### src/dobs_defs.svh
// Constants for the disc order byte sequencer: order codes, counter values, register widths and reset values.
// Assumes inclusion once per compile unit; guarded against repeats.
`ifndef DOBS_DEFS_SVH
`define DOBS_DEFS_SVH
// ----------------------------------------
// Order codes
// ----------------------------------------
`define DOBS_ORD_SENSE 5'h04
`define DOBS_ORD_SEEK 5'h03
`define DOBS_ORD_WRITE_LOW 3'h1
// ----------------------------------------
// Byte counter values
// ----------------------------------------
`define DOBS_BK_INIT 2'h3
`define DOBS_BK_SECOND 2'h2
`define DOBS_BK_THIRD 2'h1
// ----------------------------------------
// Register widths and reset values
// ----------------------------------------
`define DOBS_TRACK_W 11
`define DOBS_SECTOR_W 4
`define DOBS_TRACK_RST 11'h000
`define DOBS_SECTOR_RST 4'h0
`define DOBS_BYTE_RST 8'h00
`endif

### src/dobs_pkg.sv
// Types shared by the disc order byte sequencer.
// Assumes the constants header is compiled alongside.
package dobs_pkg;
  // Sequencer phases
  typedef enum logic [2:0] {
    DOBS_IDLE,
    DOBS_FSTROBE_FIRST,
    DOBS_FSTROBE_SECOND,
    DOBS_REQUEST,
    DOBS_ACK_WAIT,
    DOBS_TERMINAL,
    DOBS_WRITE_SVC
  } dobs_phase_t;
  // Order issued by the processor side
  typedef struct packed {
    logic load;
    logic [4:0] code;
    logic start_ok;
  } dobs_order_t;
  // Identity placed on function response lines
  typedef struct packed {
    logic [3:0] ctrl_addr;
    logic [3:0] unit_addr;
  } dobs_ident_t;
endpackage

### src/dobs_sequencer.sv
// Disc order byte sequencer: sense and seek byte transfers, write order entry.
// Assumes the processor side and selection unit lines are asynchronous pins.
`timescale 1ns/1ps
`include "dobs_defs.svh"
module dobs_sequencer (
  // Clock and reset
  input wire logic clock,
  input wire logic srst,
  // Order register load and unit identity
  input wire dobs_pkg::dobs_order_t order_in,
  input wire dobs_pkg::dobs_ident_t ident,
  // Processor byte handshake
  input wire logic byte_request_ack,
  input wire logic [7:0] data_lines_in,
  input wire logic count_done,
  output logic byte_request_strobe,
  output logic [7:0] output_byte,
  // Selection unit lines
  input wire logic track_protect_bit,
  input wire logic [3:0] current_sector_lines,
  // Status and service signalling
  output logic sense_active,
  output logic last_byte_flag,
  output logic [7:0] function_response_lines,
  output logic service_type_hi,
  output logic service_type_lo,
  output logic terminal_order_phase,
  output logic write_active,
  output logic order_in_request,
  output logic [10:0] track_reg,
  output logic [3:0] sector_reg
);
  import dobs_pkg::*;

  // ----------------------------------------
  // Pin synchronisers
  // ----------------------------------------
  logic ack_s1, ack_s2, tp_s1, tp_s2, cd_s1, cd_s2;
  logic [7:0] din_s1, din_s2;
  logic [3:0] cs_s1, cs_s2;
  // Two flops on the ack, track protect, count done, data and sector inputs; order and identity are not synchronised
  always_ff @(posedge clock) begin
    ack_s1 <= byte_request_ack;
    ack_s2 <= ack_s1;
    tp_s1 <= track_protect_bit;
    tp_s2 <= tp_s1;
    cd_s1 <= count_done;
    cd_s2 <= cd_s1;
    din_s1 <= data_lines_in;
    din_s2 <= din_s1;
    cs_s1 <= current_sector_lines;
    cs_s2 <= cs_s1;
  end

  // ----------------------------------------
  // Order decode
  // ----------------------------------------
  dobs_phase_t phase, next_phase;
  logic [4:0] order_code;
  logic is_sense, is_seek, is_write;
  logic [1:0] byte_count;
  logic [7:0] staging, input_reg, holding;
  logic seek_pending;
  logic seek_steer, seek_last;
  wire order_take = order_in.load && order_in.start_ok && (phase == DOBS_IDLE);
  wire dec_sense = order_in.code == `DOBS_ORD_SENSE;
  wire dec_seek = order_in.code == `DOBS_ORD_SEEK;
  wire dec_write = order_in.code[2:0] == `DOBS_ORD_WRITE_LOW;
  wire last_byte = (is_sense && byte_count == `DOBS_BK_THIRD) || (is_seek && byte_count == `DOBS_BK_SECOND);
  wire ack_seen = ack_s2;
  wire in_request = phase == DOBS_REQUEST;
  wire req_done = in_request && byte_request_strobe && ack_seen;
  wire wait_done = (phase == DOBS_ACK_WAIT) && !ack_seen;
  wire [7:0] first_sense = {tp_s2, track_reg[6:0]};

  // ----------------------------------------
  // Phase sequencing
  // ----------------------------------------
  // Next phase selection
  always_comb begin
    next_phase = phase;
    unique case (phase)
      DOBS_IDLE: if (order_take && (dec_sense || dec_seek)) next_phase = DOBS_FSTROBE_FIRST;
        else if (order_take && dec_write) next_phase = DOBS_WRITE_SVC;
      DOBS_FSTROBE_FIRST: next_phase = DOBS_FSTROBE_SECOND;
      DOBS_FSTROBE_SECOND: next_phase = DOBS_REQUEST;
      DOBS_REQUEST: if (req_done) next_phase = last_byte ? DOBS_TERMINAL : DOBS_ACK_WAIT;
      DOBS_ACK_WAIT: if (wait_done) next_phase = DOBS_REQUEST;
      DOBS_TERMINAL: if (!ack_seen) next_phase = DOBS_IDLE;
      DOBS_WRITE_SVC: if (cd_s2) next_phase = DOBS_IDLE;
    endcase
  end

  // Phase register
  always_ff @(posedge clock) begin
    if (srst) phase <= DOBS_IDLE;
    else phase <= next_phase;
  end

  // Order latches
  always_ff @(posedge clock) begin
    if (srst) begin
      order_code <= 5'h00;
      is_sense <= 1'b0;
      is_seek <= 1'b0;
      is_write <= 1'b0;
    end else if (order_take) begin
      order_code <= order_in.code;
      is_sense <= dec_sense;
      is_seek <= dec_seek;
      is_write <= dec_write && !dec_sense && !dec_seek;
    end else if (next_phase == DOBS_IDLE) begin
      is_sense <= 1'b0;
      is_seek <= 1'b0;
      is_write <= 1'b0;
    end
  end

  // ----------------------------------------
  // Byte counter and staging
  // ----------------------------------------
  // Counter steps once per acknowledged byte other than the last, on leaving the request phase
  always_ff @(posedge clock) begin
    if (srst || order_take) byte_count <= `DOBS_BK_INIT;
    else if (req_done && !last_byte) byte_count <= byte_count - 2'h1;
  end

  // Staging register build for sense bytes two and three
  always_ff @(posedge clock) begin
    if (srst) staging <= `DOBS_BYTE_RST;
    else if (is_sense && phase == DOBS_ACK_WAIT && byte_count == `DOBS_BK_SECOND)
      staging <= {track_reg[10:7], sector_reg};
    else if (is_sense && phase == DOBS_ACK_WAIT && byte_count == `DOBS_BK_THIRD)
      staging <= {staging[7:4], cs_s2};
  end

  // ----------------------------------------
  // Strobe and output register
  // ----------------------------------------
  wire strobe_rise = in_request && !byte_request_strobe && !ack_seen;
  // Strobe held until acknowledge; output loaded with the rise on sense orders only
  always_ff @(posedge clock) begin
    if (srst) begin
      byte_request_strobe <= 1'b0;
      output_byte <= `DOBS_BYTE_RST;
    end else if (strobe_rise) begin
      byte_request_strobe <= 1'b1;
      if (is_sense) output_byte <= (byte_count == `DOBS_BK_INIT) ? first_sense : staging;
    end else if (req_done) byte_request_strobe <= 1'b0;
  end

  // ----------------------------------------
  // Seek data path
  // ----------------------------------------
  // The counter holds still on the last byte, so the byte position is latched at capture
  wire seek_capture = is_seek && req_done;
  wire steer_first = seek_steer && !seek_last;
  wire steer_second = seek_steer && seek_last;
  // Input capture at acknowledge, then holding, then steering from holding
  always_ff @(posedge clock) begin
    if (srst) begin
      input_reg <= `DOBS_BYTE_RST;
      holding <= `DOBS_BYTE_RST;
      seek_pending <= 1'b0;
      seek_steer <= 1'b0;
      seek_last <= 1'b0;
      track_reg <= `DOBS_TRACK_RST;
      sector_reg <= `DOBS_SECTOR_RST;
    end else begin
      seek_pending <= seek_capture;
      seek_steer <= seek_pending;
      if (seek_capture) begin
        input_reg <= din_s2;
        seek_last <= last_byte;
      end
      if (seek_pending) holding <= input_reg;
      if (steer_first) track_reg[6:0] <= holding[6:0];
      if (steer_second) begin
        track_reg[10:7] <= holding[7:4];
        sector_reg <= holding[3:0];
      end
    end
  end

  // ----------------------------------------
  // Status and service outputs
  // ----------------------------------------
  wire fstrobe = phase == DOBS_FSTROBE_FIRST || phase == DOBS_FSTROBE_SECOND;
  // Registered status lines
  always_ff @(posedge clock) begin
    if (srst) begin
      sense_active <= 1'b0;
      last_byte_flag <= 1'b0;
      function_response_lines <= 8'h00;
      service_type_hi <= 1'b0;
      service_type_lo <= 1'b0;
      terminal_order_phase <= 1'b0;
      write_active <= 1'b0;
      order_in_request <= 1'b0;
    end else begin
      if (fstrobe && is_sense) sense_active <= 1'b1;
      else if (next_phase == DOBS_IDLE) sense_active <= 1'b0;
      if (req_done && last_byte) last_byte_flag <= 1'b1;
      else if (order_take) last_byte_flag <= 1'b0;
      function_response_lines <= fstrobe ? {ident.ctrl_addr, ident.unit_addr} : 8'h00;
      service_type_hi <= fstrobe && is_sense;
      service_type_lo <= (fstrobe && is_seek) || phase == DOBS_WRITE_SVC;
      terminal_order_phase <= next_phase == DOBS_TERMINAL;
      write_active <= next_phase == DOBS_WRITE_SVC;
      order_in_request <= phase == DOBS_WRITE_SVC && cd_s2;
    end
  end

  // ----------------------------------------
  // Checks: handshake and sense bytes
  // ----------------------------------------
  a_strobe_hold: assert property (@(posedge clock) disable iff (srst)
    byte_request_strobe && !ack_seen |=> byte_request_strobe)
    else $error("strobe dropped early");
  a_output_stable: assert property (@(posedge clock) disable iff (srst)
    byte_request_strobe && $past(byte_request_strobe) |-> $stable(output_byte))
    else $error("output moved");
  a_first_byte: assert property (@(posedge clock) disable iff (srst)
    strobe_rise && is_sense && byte_count == `DOBS_BK_INIT |=> output_byte == $past(first_sense))
    else $error("first sense byte wrong");
  a_later_bytes: assert property (@(posedge clock) disable iff (srst)
    strobe_rise && is_sense && byte_count != `DOBS_BK_INIT |=> output_byte == $past(staging))
    else $error("staged byte not sent");
  a_stage_two: assert property (@(posedge clock) disable iff (srst)
    is_sense && phase == DOBS_ACK_WAIT && byte_count == `DOBS_BK_SECOND
    |=> staging[7:4] == $past(track_reg[10:7]) && staging[3:0] == $past(sector_reg))
    else $error("second byte not staged");
  a_third_stage: assert property (@(posedge clock) disable iff (srst)
    is_sense && phase == DOBS_ACK_WAIT && byte_count == `DOBS_BK_THIRD |=> staging[3:0] == $past(cs_s2))
    else $error("sector not staged");
  a_count_init: assert property (@(posedge clock) disable iff (srst)
    order_take |=> byte_count == 2'h3)
    else $error("counter not initialised");
  a_count_ready: assert property (@(posedge clock) disable iff (srst)
    phase == DOBS_FSTROBE_FIRST |-> byte_count == `DOBS_BK_INIT)
    else $error("counter not ready at strobe phase");
  a_count_step: assert property (@(posedge clock) disable iff (srst)
    req_done && !last_byte |=> byte_count == $past(byte_count) - 2'h1)
    else $error("counter no step");
  a_sense_count: assert property (@(posedge clock) disable iff (srst)
    req_done && is_sense && byte_count != `DOBS_BK_THIRD |=> phase == DOBS_ACK_WAIT)
    else $error("sense ended before third byte");
  a_last_term: assert property (@(posedge clock) disable iff (srst)
    req_done && last_byte |=> phase == DOBS_TERMINAL ##1 last_byte_flag)
    else $error("no terminal");
  a_sense_flag: assert property (@(posedge clock) disable iff (srst)
    phase == DOBS_FSTROBE_FIRST && is_sense |=> sense_active)
    else $error("sense flag missing");
  a_ident_shown: assert property (@(posedge clock) disable iff (srst)
    fstrobe |=> function_response_lines == $past(ident))
    else $error("identity not on response lines");
  a_sense_code: assert property (@(posedge clock) disable iff (srst)
    is_sense |-> order_code == `DOBS_ORD_SENSE)
    else $error("sense without its code");
  a_no_advance: assert property (@(posedge clock) disable iff (srst)
    in_request && !ack_seen |=> phase == DOBS_REQUEST)
    else $error("advanced without ack");

  // ----------------------------------------
  // Checks: seek and write orders
  // ----------------------------------------
  a_seek_code: assert property (@(posedge clock) disable iff (srst)
    is_seek |-> order_code == `DOBS_ORD_SEEK)
    else $error("seek without its code");
  a_hold_copy: assert property (@(posedge clock) disable iff (srst)
    seek_pending |=> holding == $past(input_reg))
    else $error("holding copy missed");
  a_seek_track: assert property (@(posedge clock) disable iff (srst)
    steer_first |=> track_reg[6:0] == $past(holding[6:0]))
    else $error("seek track bits lost");
  a_seek_sector: assert property (@(posedge clock) disable iff (srst)
    steer_second |=> track_reg[10:7] == $past(holding[7:4]) && sector_reg == $past(holding[3:0]))
    else $error("seek second byte lost");
  a_write_entry: assert property (@(posedge clock) disable iff (srst)
    order_take && dec_write |=> write_active && is_write)
    else $error("write order not entered");
  a_write_latch: assert property (@(posedge clock) disable iff (srst)
    write_active |-> is_write)
    else $error("write active without write order");
  a_order_in: assert property (@(posedge clock) disable iff (srst)
    phase == DOBS_WRITE_SVC && cd_s2 |=> order_in_request && phase == DOBS_IDLE)
    else $error("no order-in request after count done");
  c_sense_done: cover property (@(posedge clock) is_sense && phase == DOBS_TERMINAL);
  c_seek_done: cover property (@(posedge clock) is_seek && phase == DOBS_TERMINAL);
  c_write_end: cover property (@(posedge clock) order_in_request);
  c_refused_load: cover property (@(posedge clock) order_in.load && phase != DOBS_IDLE);

endmodule // dobs_sequencer

### config.mk
export PLATFORM = sky130hd
export DESIGN_NAME = dobs_sequencer
export DESIGN_NICKNAME = d
export VERILOG_FILES = /design/src/dobs_pkg.sv /design/src/dobs_sequencer.sv
export VERILOG_INCLUDE_DIRS = /design/src /design/src/src
export SDC_FILE = /design/constraint.sdc
export NUM_CORES = 1
export LEC_CHECK = 0
export BUFFER_PORTS_ARGS = -buffer_cell sky130_fd_sc_hd__buf_2
export CAP_MARGIN = 5
export CELL_PAD_IN_SITES_DETAIL_PLACEMENT = 2
export CELL_PAD_IN_SITES_GLOBAL_PLACEMENT = 2
export CORE_MARGIN = 2
export CORE_UTILIZATION = 37
export DETAILED_ROUTE_END_ITERATION = 12
export GPL_TIMING_DRIVEN = 0
export PLACE_DENSITY = 0.81
export SLEW_MARGIN = 10
export SYNTH_ARGS = -nofsm -noshare
export SYNTH_HDL_FRONTEND = slang
export SYNTH_SLANG_ARGS = --single-unit
### constraint.sdc
create_clock -name clock -period 2.6 [get_ports clock]
set_input_delay 0.26 -clock clock [delete_from_list [all_inputs] [get_ports clock]]
set_output_delay 0.26 -clock clock [all_outputs]
set_load 0.005 [all_outputs]
## After elaboration in Yosys (flattened, before gate mapping)

Cells that the tools add are included.

| word-level totals | value |
|---|---|
| flip-flop bits (word level) | 103 |
| bits in latches | 0 |
| memory bits (writable) | 0 |
| bits in read-only memories | 0 |
| input port bits | 32 |
| memories | 0 |

| cells by class | value |
|---|---|
| add/sub/neg operators | 1 |
| multiply operators | 0 |
| div/mod/pow operators | 0 |
| $lt $le $gt $ge | 0 |
| equal/unequal tests | 14 |
| shift operators | 0 |
| multiplexer cells | 19 |
| bitwise operators | 1 |
| reduce and logical (&&, ||, !) cells | 40 |

Operators with widths:

| cell | count |
|---|---|
| $logic_and 1x1->1 | 22 |
| $pmux 3 s7 | 1 |
| $mux 3 | 6 |
| $mux 8 | 2 |
| $eq 3x3->1 const B | 5 |
| $reduce_bool 2->1 | 5 |
| $mux 1 | 9 |
| $eq 3x1->1 const B | 2 |
| $eq 3x2->1 const B | 2 |
| $logic_not 3->1 | 2 |
| $eq 5x2->1 const B | 1 |
| $eq 5x3->1 const B | 1 |
| $logic_or 1x1->1 | 5 |
| $eq 2x2->1 const B | 2 |
| $logic_not 1->1 | 4 |
| $mux 4 | 1 |
| $eq 2x1->1 const B | 1 |
| $reduce_and 2->1 | 1 |
| $reduce_or 2->1 | 1 |
| $sub 2x1->2 const B | 1 |
| $not 1->1 | 1 |

## Logic depth before layout (Yosys ltp)

Gate-level depths: netlist of the first run.

| logic depth | value |
|---|---|
| depth after elaboration | 9 |
| mapped depth | 7 |
| gate-level depth less buffers | 7 |

## Worst setup path after synthesis of the first run

OpenSTA, ideal clock, no wires.

| path | value |
|---|---|
| path type | register -> register |
| from | register byte_count[0] |
| to | register is_seek |
| setup time | 0.121 ns |
| arrival time | 1.404 ns |
| data required time | 2.479 ns |
| slack | 1.076 ns |
| stages on the path, launching flop included | 8 |
| cells stage by stage | dfxtp_1 > inv_1 > ha_1 > a22o_1 > o2bb2ai_1 > a211o_1 > nor3b_2 > nor2_1 |

| on the way | value |
|---|---|
| longest elaborated chain between the ends | 8 |

Ends and longest elaborated chain:

| element | RTL line | RTL |
|---|---|---|
| start: declaration | dobs_sequencer.sv:61 | `logic [1:0] byte_count;` |
| start signal: assignment | dobs_sequencer.sv:124 | `` if (srst \|\| order_take) byte_count <= `DOBS_BK_INIT; `` |
| start signal: assignment | dobs_sequencer.sv:125 | `else if (req_done && !last_byte) byte_count <= byte_count - 2'h1;` |
| $eq 2x1->1 (no source line) / $eq 2x2->1 (equally long branches) | - |  |
| $logic_and 1x1->1 (no source line) | - |  |
| $logic_or 1x1->1 * | dobs_sequencer.sv:69 | `` wire last_byte = (is_sense && byte_count == `DOBS_BK_THIRD) \|\| (is_seek && byte_count == `DOBS_BK_SECOND); `` |
| $mux 1 * | dobs_sequencer.sv:87 | `DOBS_REQUEST: if (req_done) next_phase = last_byte ? DOBS_TERMINAL : DOBS_ACK_WAIT;` |
| $mux 3 * | dobs_sequencer.sv:87 |  |
| $pmux 3 s7 * | dobs_sequencer.sv:82 | `unique case (phase)` |
| $logic_not 3->1 * | dobs_sequencer.sv:112 | `end else if (next_phase == DOBS_IDLE) begin` |
| $reduce_bool 2->1 (no source line) * | - |  |
| end signal: assignment | dobs_sequencer.sv:110 | `is_seek <= dec_seek;` |
| end: declaration | dobs_sequencer.sv:60 | `logic is_sense, is_seek, is_write;` |

Every way passes the cells marked *; elsewhere a longest branch is shown, timed or not.
A chain may end at the register's enable or synchronous reset.

## Final worst setup path of the first run

| path | value |
|---|---|
| from | register byte_count[0] |
| to | register is_sense |

| on the way | value |
|---|---|
| longest elaborated chain between the ends | 8 |

Ends and longest elaborated chain:

| element | RTL line | RTL |
|---|---|---|
| $eq 2x1->1 (no source line) / $eq 2x2->1 (equally long branches) | - |  |
| $logic_and 1x1->1 (no source line) | - |  |
| $logic_or 1x1->1 * | dobs_sequencer.sv:69 |  |
| $mux 1 * | dobs_sequencer.sv:87 |  |
| $mux 3 * | dobs_sequencer.sv:87 |  |
| $pmux 3 s7 * | dobs_sequencer.sv:82 |  |
| $logic_not 3->1 * | dobs_sequencer.sv:112 |  |
| $reduce_bool 2->1 (no source line) * | - |  |
| end signal: assignment | dobs_sequencer.sv:109 | `is_sense <= dec_sense;` |
| end: declaration | dobs_sequencer.sv:60 |  |

Marked as above.

==> flow_summary.yaml, run 1 <==
global_routing:
  grt_pass1_vias: 3014
  grt_overflow: 0
  antenna_found_initial: 0
  grt_max_degree: 19
  grt_pass1_wl_um: 15060
  track_usage_pct: 19.17
job:
  cap_violations: 0
logic_synthesis:
  syn_inst: 329
  synth_edf_count: 0
  synthesis.area_sq_mm: 0.003517
  synth_cell_types: 52
  synth-async-reset-ratio_pct: 0
  yosys-top-cells-count: "dfxtp_1 (103), nor2_1 (43), mux2i_1 (32)"
  synthesis.nets: 364
  synth.most_common_cell: "dfxtp_1"
  synthFlopType: "dfxtp_1"
  synth.top_cell.area_share_pct: 58.63
  yosysWarnings: 0
  synth_seq_area_share_pct: 58.63
  synth.area.top_cells: "dfxtp_1 (59%), mux2i_1 (9.1%), nor2_1 (4.6%)"
  syn_area_per_cell_sq_um: 10.69
  synth_largest_area_cell: "dfxtp_1"
  ys_ff_latch: 103
setup_path:
  crit_type: "register to register"
  crit_start: "byte_count[0]"
  r2r_slack_ns: 0.67
  cp-endpoint: "is_sense"
  path_cells: "inv_1, ha_1, a22o_1, o2bb2ai_1, a211o_1, nor3b_2, nor2_1"
  timing.rr.end: "is_sense"
  cp-start-kind: "register"
  path_buf_inv: 1
  slowest_delay_ns: 0.42
  r2r_cells: 7
  crit_cells: 7
  critPathArrivalTime_ns: 2.19
  crit_required_ns: 2.86
  endpoint_kind: "register"
  cpLargestDelayFamily: "compound AO/OA/AOI/OAI gates"
  r2r-start: "byte_count[0]"
  cp_slowest_cell: "dfxtp_1"
  path_max_fanout: 4
final_layout:
  drive_above_1_share_pct: 24.19
  stdcell_area_sq_mm: 0.004372
  diodes: 0
  syn2layout_area_growth_pct: 24.30
  largest_register_ffs: 11
  nets: 460
  nFillCells: 992
floorplan:
  fp-row-count: 35
  die_y_um: 101.5
  die_area_sq_mm: 0.01030
  io_pins: 71
  start_util_pct: 38.06
  die_w_um: 101.5
  core_area_sq_mm: 0.009240
timing:
  finalSetupViolCount: 0
  tns_ns: 0
  finalHoldViolCount: 0
  worstMarginPinSlew_ns: 0.5856
  period_needed_ns: 1.932
  worst_clock_skew_ns: 0.01415
  max_freq_ghz: 0.5176
  fin_crit_sh_pct: 74.30
  grt_setup_unrepaired: "false"
  slew_headroom_pct: 60.96
  slew_viol_final: 0
routing:
  vias: 2711
  first_pass_iters: 4
  wirelength_um: 9140
  wl_per_cell_um: 16.35
  ant_nets: 0
  drc: 0
  via_per_inst: 4.850
  drtIter0Drc: 45
run_status:
  status: "completed"
placed_design:
  gp_congestion: 0.7828
  dpl_cell_area_sq_mm: 0.004029
  place.port_buffers: 70
  post-dp-hpwl_um: 6667
clock_tree:
  clockRootBuffer: "clkbuf_8"
  insertion_delay_ns: 0.37
  post_cts_resized: 0
  clk_transition_reported_paths_ns: 0.10
  cts_htree_levels: 3
  cts_buffer_depth: 2
  cts_num_sinks: 103
  numCtsBuffers: 9
  cts_tree: "done"
power_and_ir_drop:
  peakVddDrop_uv: 322.7
  p_per_area_mw_per_mm2: 622.7
  p_total_w: 0.002722
  p_leak_nw: 1.977
hold_path:
  hp-class: "input pin to register"
routing by layer:
metal | up-vias | global-route usage (%) | share of wire, %
met2 | 56 | 34.34 | 51
met1 | 1320 | 22.81 | 44
met3 | 11 | 3.934 | 3.4
met4 | 0 | 6.549 | 1.4
li1 | 1324 | - | -
met5 | - | 0 | 0
final cells by class:
type	count	area [sq um]	area share (%)
clock buffers	10	137.6	3.148
repair buffers	85	500.5	11.45
plain buffers	18	92.59	2.118
well taps	129	161.4	3.692
multi-input cells	204	1348	30.82
clock inverters	6	55.05	1.259
inverters	4	15.01	0.3434
flip-flops and latches	103	2062	47.17
worst min path at each step:
stage / startpoint / cells after the start / end
floorplan: byte_request_ack / 0 / ack_s1
global placement: din_s1[0] / 0 / din_s2[0]
detailed placement: cs_s1[2] / 0 / cs_s2[2]
CTS: ident[7] / 2 / function_response_lines[7]
global route: ident[7] / 2 / function_response_lines[7]
finish: ident[2] / 2 / function_response_lines[2]
layout by cell type, fill, tap and decap left out, types with 2 or more instances in the layout:
master           n
dfxtp_1        103
buf_2           71
nor2_1          43
mux2i_1         32
nand2_1         22
a21oi_1         18
nand3_1         16
dlygate4sd3_1   15
a211oi_1        14
and2_1          11
clkbuf_8        10
clkbuf_1         7
buf_1            5
inv_1            4
nor2b_1          3
ha_1             3
buf_6            2
buf_4            2
o21a_1           2
nand2b_1         2
o211ai_1         2
and2b_1          2
and3_1           2
nor3b_2          2
a32oi_1          2
clkinv_4         2
repair_timing:
action,4_1_cts,5_1_grt
hold endpoints to repair,15,0
hold buffers,15,0
buffers inserted,0,0
stage by stage:
stage / hold slack, ns / std cells / util (%) / setup slack [ns]
2_1_floorplan: 0.2877 / 329 / - / 1.076
3_3_place_gp: 0.3099 / 528 / 43.60 / 0.7899
3_5_place_dp: 0.3144 / 528 / 43.60 / 0.7030
4_1_cts: 0.07638 / 559 / 47.31 / 0.6744
5_1_grt: 0.07789 / 559 / 47.31 / 0.5850
6_report: 0.08729 / 559 / 47.31 / 0.6682
kinds of logic (layout without fill, tap and decap cells):
kind of cell    Yosys count  in the layout  share of synthesized area, %
compound gates           52             52                         10.71
xor+xnor                  1              1                        0.2491
fa+ha+maj                 3              3                         1.067
buf+inv                  22            123                         3.059
flops                   103            103                         58.63
mux                      32             32                         9.107
simple gates            116            116                         17.18
power by group:
group	switching, W	internal [W]	total, W
sequential	0.0000113	0.00161	0.00162
combinational	0.0000686	0.0000626	0.000131
clock	0.000584	0.000388	0.000972
(Power assumes the default switching activity.)
==> inputs of run 2 (changes only) <==
- ABC_AREA: not set -> 1
- CORE_UTILIZATION: 37 -> 32
- PLACE_DENSITY: 0.81 -> 0.75
- clock period: 2.6 -> 1.8 ns (I/O delays scaled with it)
==> run 2 against run 1 <==
Effect of this change: fmax increased by 16%; non-clock buffer count increased by 1; hold slack got worse by 0.065 ns; via count increased by 13%; total power increased by 61%; critical path depth decreased by 2; utilization decreased by 5.9 points; highest routed layer unchanged.
==> flow_summary.yaml, run 2 <==
timing:
  finalSetupViolCount: 0
  finalHoldViolCount: 0
  slew_headroom_pct: 50.15
  worst_hold_slack_ns: 0.02243
  tns_ns: 0
  worst_clock_skew_ns: 0.01033
  grt_setup_unrepaired: "false"
  period_needed_ns: 1.668
  slew_viol_final: 0
  worstMarginPinSlew_ns: 0.7477
  max_freq_ghz: 0.5995
  fin_crit_sh_pct: 92.66
final_layout:
  largest_register_ffs: 11
  nets: 542
  final_cell_mix: "dfxtp_1 (101), nor2_1 (73), buf_2 (70)"
  drive_above_1_share_pct: 26.17
  final_common_cell: "dfxtp_1"
  syn2layout_area_growth_pct: 26.20
  diodes: 0
  final_cells: 652
  stdcell_area_sq_mm: 0.004484
job:
  cap_violations: 0
logic_synthesis:
  synth-async-reset-ratio_pct: 0
  synthFlopType: "dfxtp_1"
  synth_cell_types: 32
  yosys-top-cells-count: "dfxtp_1 (103), nor2_1 (73), nand2_1 (42)"
  synthesis.area_sq_mm: 0.003553
  synth_seq_area_share_pct: 58.03
  synth.top_cell.area_share_pct: 58.03
  synth_largest_area_cell: "dfxtp_1"
  synth.most_common_cell: "dfxtp_1"
  syn_inst: 405
  ys_ff_latch: 103
  synthesis.nets: 440
  synth.area.top_cells: "dfxtp_1 (58%), nor2_1 (7.7%), nand2_1 (4.4%)"
  yosysWarnings: 0
  synth_edf_count: 0
  syn_area_per_cell_sq_um: 8.774
clock_tree:
  post_cts_buffers: 0
  clk_transition_reported_paths_ns: 0.10
  insertion_delay_ns: 0.38
  numCtsBuffers: 9
  clockRootBuffer: "clkbuf_8"
  cts_num_sinks: 103
  cts_htree_levels: 3
  cts_tree: "done"
  cts_buffer_depth: 2
global_routing:
  antenna_found_initial: 0
  grt_pass1_vias: 3394
  grt_max_degree: 19
  track_usage_pct: 18.06
  grt_overflow: 0
  grt_pass1_wl_um: 16460
setup_path:
  r2r-start: "byte_count[1]"
  crit_start: "byte_count[1]"
  timing.rr.end: "output_byte[3]"
  critPathArrivalTime_ns: 1.90
  crit_type: "register to register"
  cp-endpoint: "output_byte[3]"
  cp-start-kind: "register"
  endpoint_kind: "register"
  path_max_fanout: 10
  r2r_slack_ns: 0.13
  r2r_cells: 5
  crit_required_ns: 2.03
routing:
  via_per_inst: 4.693
  first_pass_iters: 4
  wirelength_um: 9965
  wl_per_cell_um: 15.28
  ant_nets: 0
  drc: 0
  vias: 3060
  drtIter0Drc: 87
placed_design:
  post-dp-hpwl_um: 7334
  gp_congestion: 0.7450
  dpl_cell_area_sq_mm: 0.004079
  dp_cells: 615
  place.port_buffers: 70
power_and_ir_drop:
  p_per_area_mw_per_mm2: 979.7
  peakVddDrop_uv: 538.1
  p_leak_nw: 2.025
floorplan:
  die_y_um: 109.4
  die_w_um: 109.4
  start_util_pct: 32.78
  core_area_sq_mm: 0.01084
  fp-row-count: 38
  die_area_sq_mm: 0.01196
  io_pins: 71
run_status:
  status: "completed"
hold_path:
  hp-class: "input pin to register"
  hold_depth: 3
-- run 2: per-stage QoR --
| step | utilization, % | total power [W] | setup slack (ns) |
|---|---|---|---|
| after global placement | 37.63 | 0.003016 | 0.1158 |
| final | 41.37 | 0.004393 | 0.1320 |
| after global routing | 41.37 | 0.004637 | 0.01214 |
| after floorplan | - | 0.002841 | 0.3860 |
| after CTS | 41.19 | 0.004445 | 0.03224 |
| after detailed placement | 37.63 | 0.003053 | 0.06949 |
-- run 2: final cells by class --
type	instances	area, sq um
Tap cell	140	175.2
Clock inverter	7	52.55
Clock buffer	9	123.9
Fill cell	1239	6356
Multi-Input combinational cell	250	1296
Sequential cell	103	2064
Timing Repair Buffer	91	560.5
Inverter	39	147.6
Buffer	13	63.81
-- run 2: what timing repair did --
action                     in CTS  in global routing
hold endpoints to repair       21                  0
hold buffers                   21                  0
setup endpoints to repair       0                 11
gates resized for setup         0                  6
-- run 2: how the worst min path moves through the flow --
stage,start,endpoint
floorplan,byte_request_ack,ack_s1
global placement,byte_request_ack,ack_s1
detailed placement,data_lines_in[7],din_s1[7]
CTS,ident[7],function_response_lines[7]
global route,ident[7],function_response_lines[7]
finish,ident[7],function_response_lines[7]
-- run 2: report_power, final --
part	total [W]	switching, W	internal [W]
sequential	0.00243	0.0000593	0.00237
clock	0.00135	0.000836	0.000518
combinational	0.000605	0.000399	0.000206
total	0.00439	0.00129	0.00310
-- run 2: worst max-delay path, stage by stage (launching register included) --
cell	delay (ns)
dfxtp_1	0.40
ha_1	0.23
clkbuf_1	0.37
mux2_2	0.39
nand3_1	0.07
a21oi_1	0.07
-- run 2: per-layer routing --
metal	routed length [um]	global-route usage, %	share of wire [%]
met1	4157	19.69	42
met2	5187	33.69	52
met3	468	4.920	4.7
met5	0	0	0
met4	150	5.696	1.5
-- run 2: cell families after synthesis --
| logic type | count (synthesis) | synth area share [%] |
|---|---|---|
| adders and majority gates | 3 | 1.056 |
| AOI/OAI and AO/OA | 73 | 11.51 |
| buffers and inverters | 52 | 5.950 |
| and+or+nand+nor | 169 | 21.94 |
| muxes | 4 | 1.268 |
| xor gates and xnor gates | 1 | 0.2465 |
| DFF | 103 | 58.03 |
==> inputs of run 3 (changes only) <==
--- a/config.mk
+++ b/config.mk
@@ -10,3 +10,3 @@
 export BUFFER_PORTS_ARGS = -buffer_cell sky130_fd_sc_hd__buf_2
-export CAP_MARGIN = 5
+export CAP_MARGIN = 10
 export CELL_PAD_IN_SITES_DETAIL_PLACEMENT = 2
@@ -17,2 +17,3 @@
 export GPL_TIMING_DRIVEN = 0
+export HOLD_SLACK_MARGIN = 0.02
 export PLACE_DENSITY = 0.75
==> constraint.sdc (replaced) <==
create_clock -name clock -period 1.8 [get_ports clock]
set_input_delay 0.09 -clock clock [delete_from_list [all_inputs] [get_ports clock]]
set_output_delay 0.09 -clock clock [all_outputs]
set_load 0.005 [all_outputs]
==> run 3 against run 2 <==
Effect of this change: critical path type unchanged; final cell count increased by 0.46%; hold slack gained 0.037 ns; worst setup slack better by 0.0027 ns; wire length up 1.5%; sequential share of layout area shrank 0.31 points; via count grew 1.0%; sequential cell count stayed put; fmax rose by 0.16%; clock power hardly changed; combinational power rose by 1%; design area grew 0.67%; utilization rose by 0.28 points.
==> flow_summary.yaml, run 3 (synthesized netlist as in run 2, its figures left out) <==
routing:
  first_pass_iters: 4
  drtIter0Drc: 94
  via_per_inst: 4.721
  vias: 3092
  wl_per_cell_um: 15.44
  ant_nets: 0
  wirelength_um: 10110
  drc: 0
setup_path:
  crit_type: "register to register"
  r2r-start: "byte_count[1]"
  r2r_slack_ns: 0.13
  timing.rr.end: "output_byte[3]"
  crit_required_ns: 2.03
  critPathArrivalTime_ns: 1.90
  path_max_fanout: 10
  cp-start-kind: "register"
  r2r_cells: 5
  endpoint_kind: "register"
global_routing:
  grt_pass1_wl_um: 16580
  track_usage_pct: 18.23
  grt_pass1_vias: 3400
  grt_overflow: 0
  antenna_found_initial: 0
  grt_max_degree: 19
hold_path:
  hold_depth: 4
  worstHoldStart: "order_in[4]"
  hp-class: "input pin to register"
  hold_path_end: "is_seek"
timing:
  worst_hold_slack_ns: 0.05909
  fin_crit_sh_pct: 92.52
  grt_setup_unrepaired: "false"
  period_needed_ns: 1.665
  finalSetupViolCount: 0
  slew_headroom_pct: 49.96
  worstMarginPinSlew_ns: 0.7507
  worst_clock_skew_ns: 0.01055
  slew_viol_final: 0
  tns_ns: 0
  finalHoldViolCount: 0
  max_freq_ghz: 0.6005
final_layout:
  diodes: 0
  nFillCells: 1236
  final_common_cell: "dfxtp_1"
  nets: 545
  drive_above_1_share_pct: 26.02
  final_cell_mix: "dfxtp_1 (101), nor2_1 (73), buf_2 (70)"
  syn2layout_area_growth_pct: 27.04
  largest_register_ffs: 11
power_and_ir_drop:
  p_leak_nw: 2.037
  p_per_area_mw_per_mm2: 975.6
  pwr-share-seq_pct: 55.3
  swShare_pct: 29.54
  switchingPower_w: 0.001301
  peakVddDrop_uv: 528.1
  p_comb_share_pct: 13.9
  intPower_w: 0.003103
  pwr-share-clk_pct: 30.8
floorplan:
  die_area_sq_mm: 0.01196
  die_y_um: 109.4
  die_w_um: 109.4
  fp-row-count: 38
  start_util_pct: 32.78
  core_area_sq_mm: 0.01084
  io_pins: 71
clock_tree:
  cts_num_sinks: 103
  clockRootBuffer: "clkbuf_8"
  numCtsBuffers: 9
  insertion_delay_ns: 0.38
  cts_tree: "done"
  cts_buffer_depth: 2
  clk_transition_reported_paths_ns: 0.10
  cts_htree_levels: 3
placed_design:
  gp_congestion: 0.7450
  post-dp-hpwl_um: 7334
  place.port_buffers: 70
run_status:
  status: "completed"
job:
  cap_violations: 0
## run 3: cell types whose count changed in the layout (fill, tap and decap cells not counted)
cell,change
dlygate4sd3_1,+3
## run 3: layout make-up
type                       instances  area [sq um]  share of cell area (%)
sequential                       103          2064                   45.73
multi-input combinational        250          1296                   28.71
timing repair buffer              94         590.6                   13.08
tap                              140         175.2                   3.880
inverter                          39         147.6                   3.271
clock buffer                       9         123.9                   2.744
buffer                            13         63.81                   1.414
clock inverter                     7         52.55                   1.164
## run 3: worst max-delay path: stages (launching register included)
cell and delay, ns:
dfxtp_1 0.40, ha_1 0.23, clkbuf_1 0.37, mux2_2 0.39, nand3_1 0.07, a21oi_1 0.07
## run 3: power groups by stage
stage | combinational, W | clock, W | sequential, W
2_1_floorplan | 0.000363 | 0 | 0.00248
3_3_place_gp | 0.000538 | 0 | 0.00248
3_5_place_dp | 0.000569 | 0 | 0.00248
4_1_cts | 0.000611 | 0.00141 | 0.00243
5_1_grt | 0.000682 | 0.00151 | 0.00245
6_report | 0.000611 | 0.00136 | 0.00244
## run 3: worst max path at each step
stage                             start        endpoint  slack [ns]
after floorplan           byte_count[0]  output_byte[2]        0.39
after global placement    byte_count[0]         is_seek        0.12
after detailed placement  byte_count[0]        is_sense        0.07
after CTS                 byte_count[0]        is_sense        0.03
after global routing      byte_count[0]        is_sense        0.01
final                     byte_count[1]  output_byte[3]        0.13
## run 3: timing repair
| action | in CTS | in global routing |
|---|---|---|
| endpoints found under the hold margin | 25 | 0 |
| buffers inserted | 0 | 0 |
| hold buffers | 24 | 0 |
| resized for setup | 0 | 6 |
| endpoints found under the setup margin | 0 | 11 |
## run 3: routing by layer
| metal | vias to the layer above | GRT usage [%] | wire [um] |
|---|---|---|---|
| li1 | 1516 | - | - |
| met1 | 1491 | 19.91 | 4244 |
| met2 | 73 | 33.95 | 5239 |
| met3 | 12 | 5.039 | 478 |
| met4 | 0 | 5.696 | 152 |
| met5 | - | 0 | 0 |
## run 3: stage by stage
stage,util (%),instance area [sq um],instances,setup WS [ns],total power [W]
after floorplan,-,3553,405,0.3860,0.002841
after global placement,37.63,4079,615,0.1158,0.003016
after detailed placement,37.63,4079,615,0.06949,0.003053
after CTS,41.47,4496,655,0.03224,0.004450
after global routing,41.64,4514,655,0.01214,0.004643
final,41.64,4514,655,0.1347,0.004404
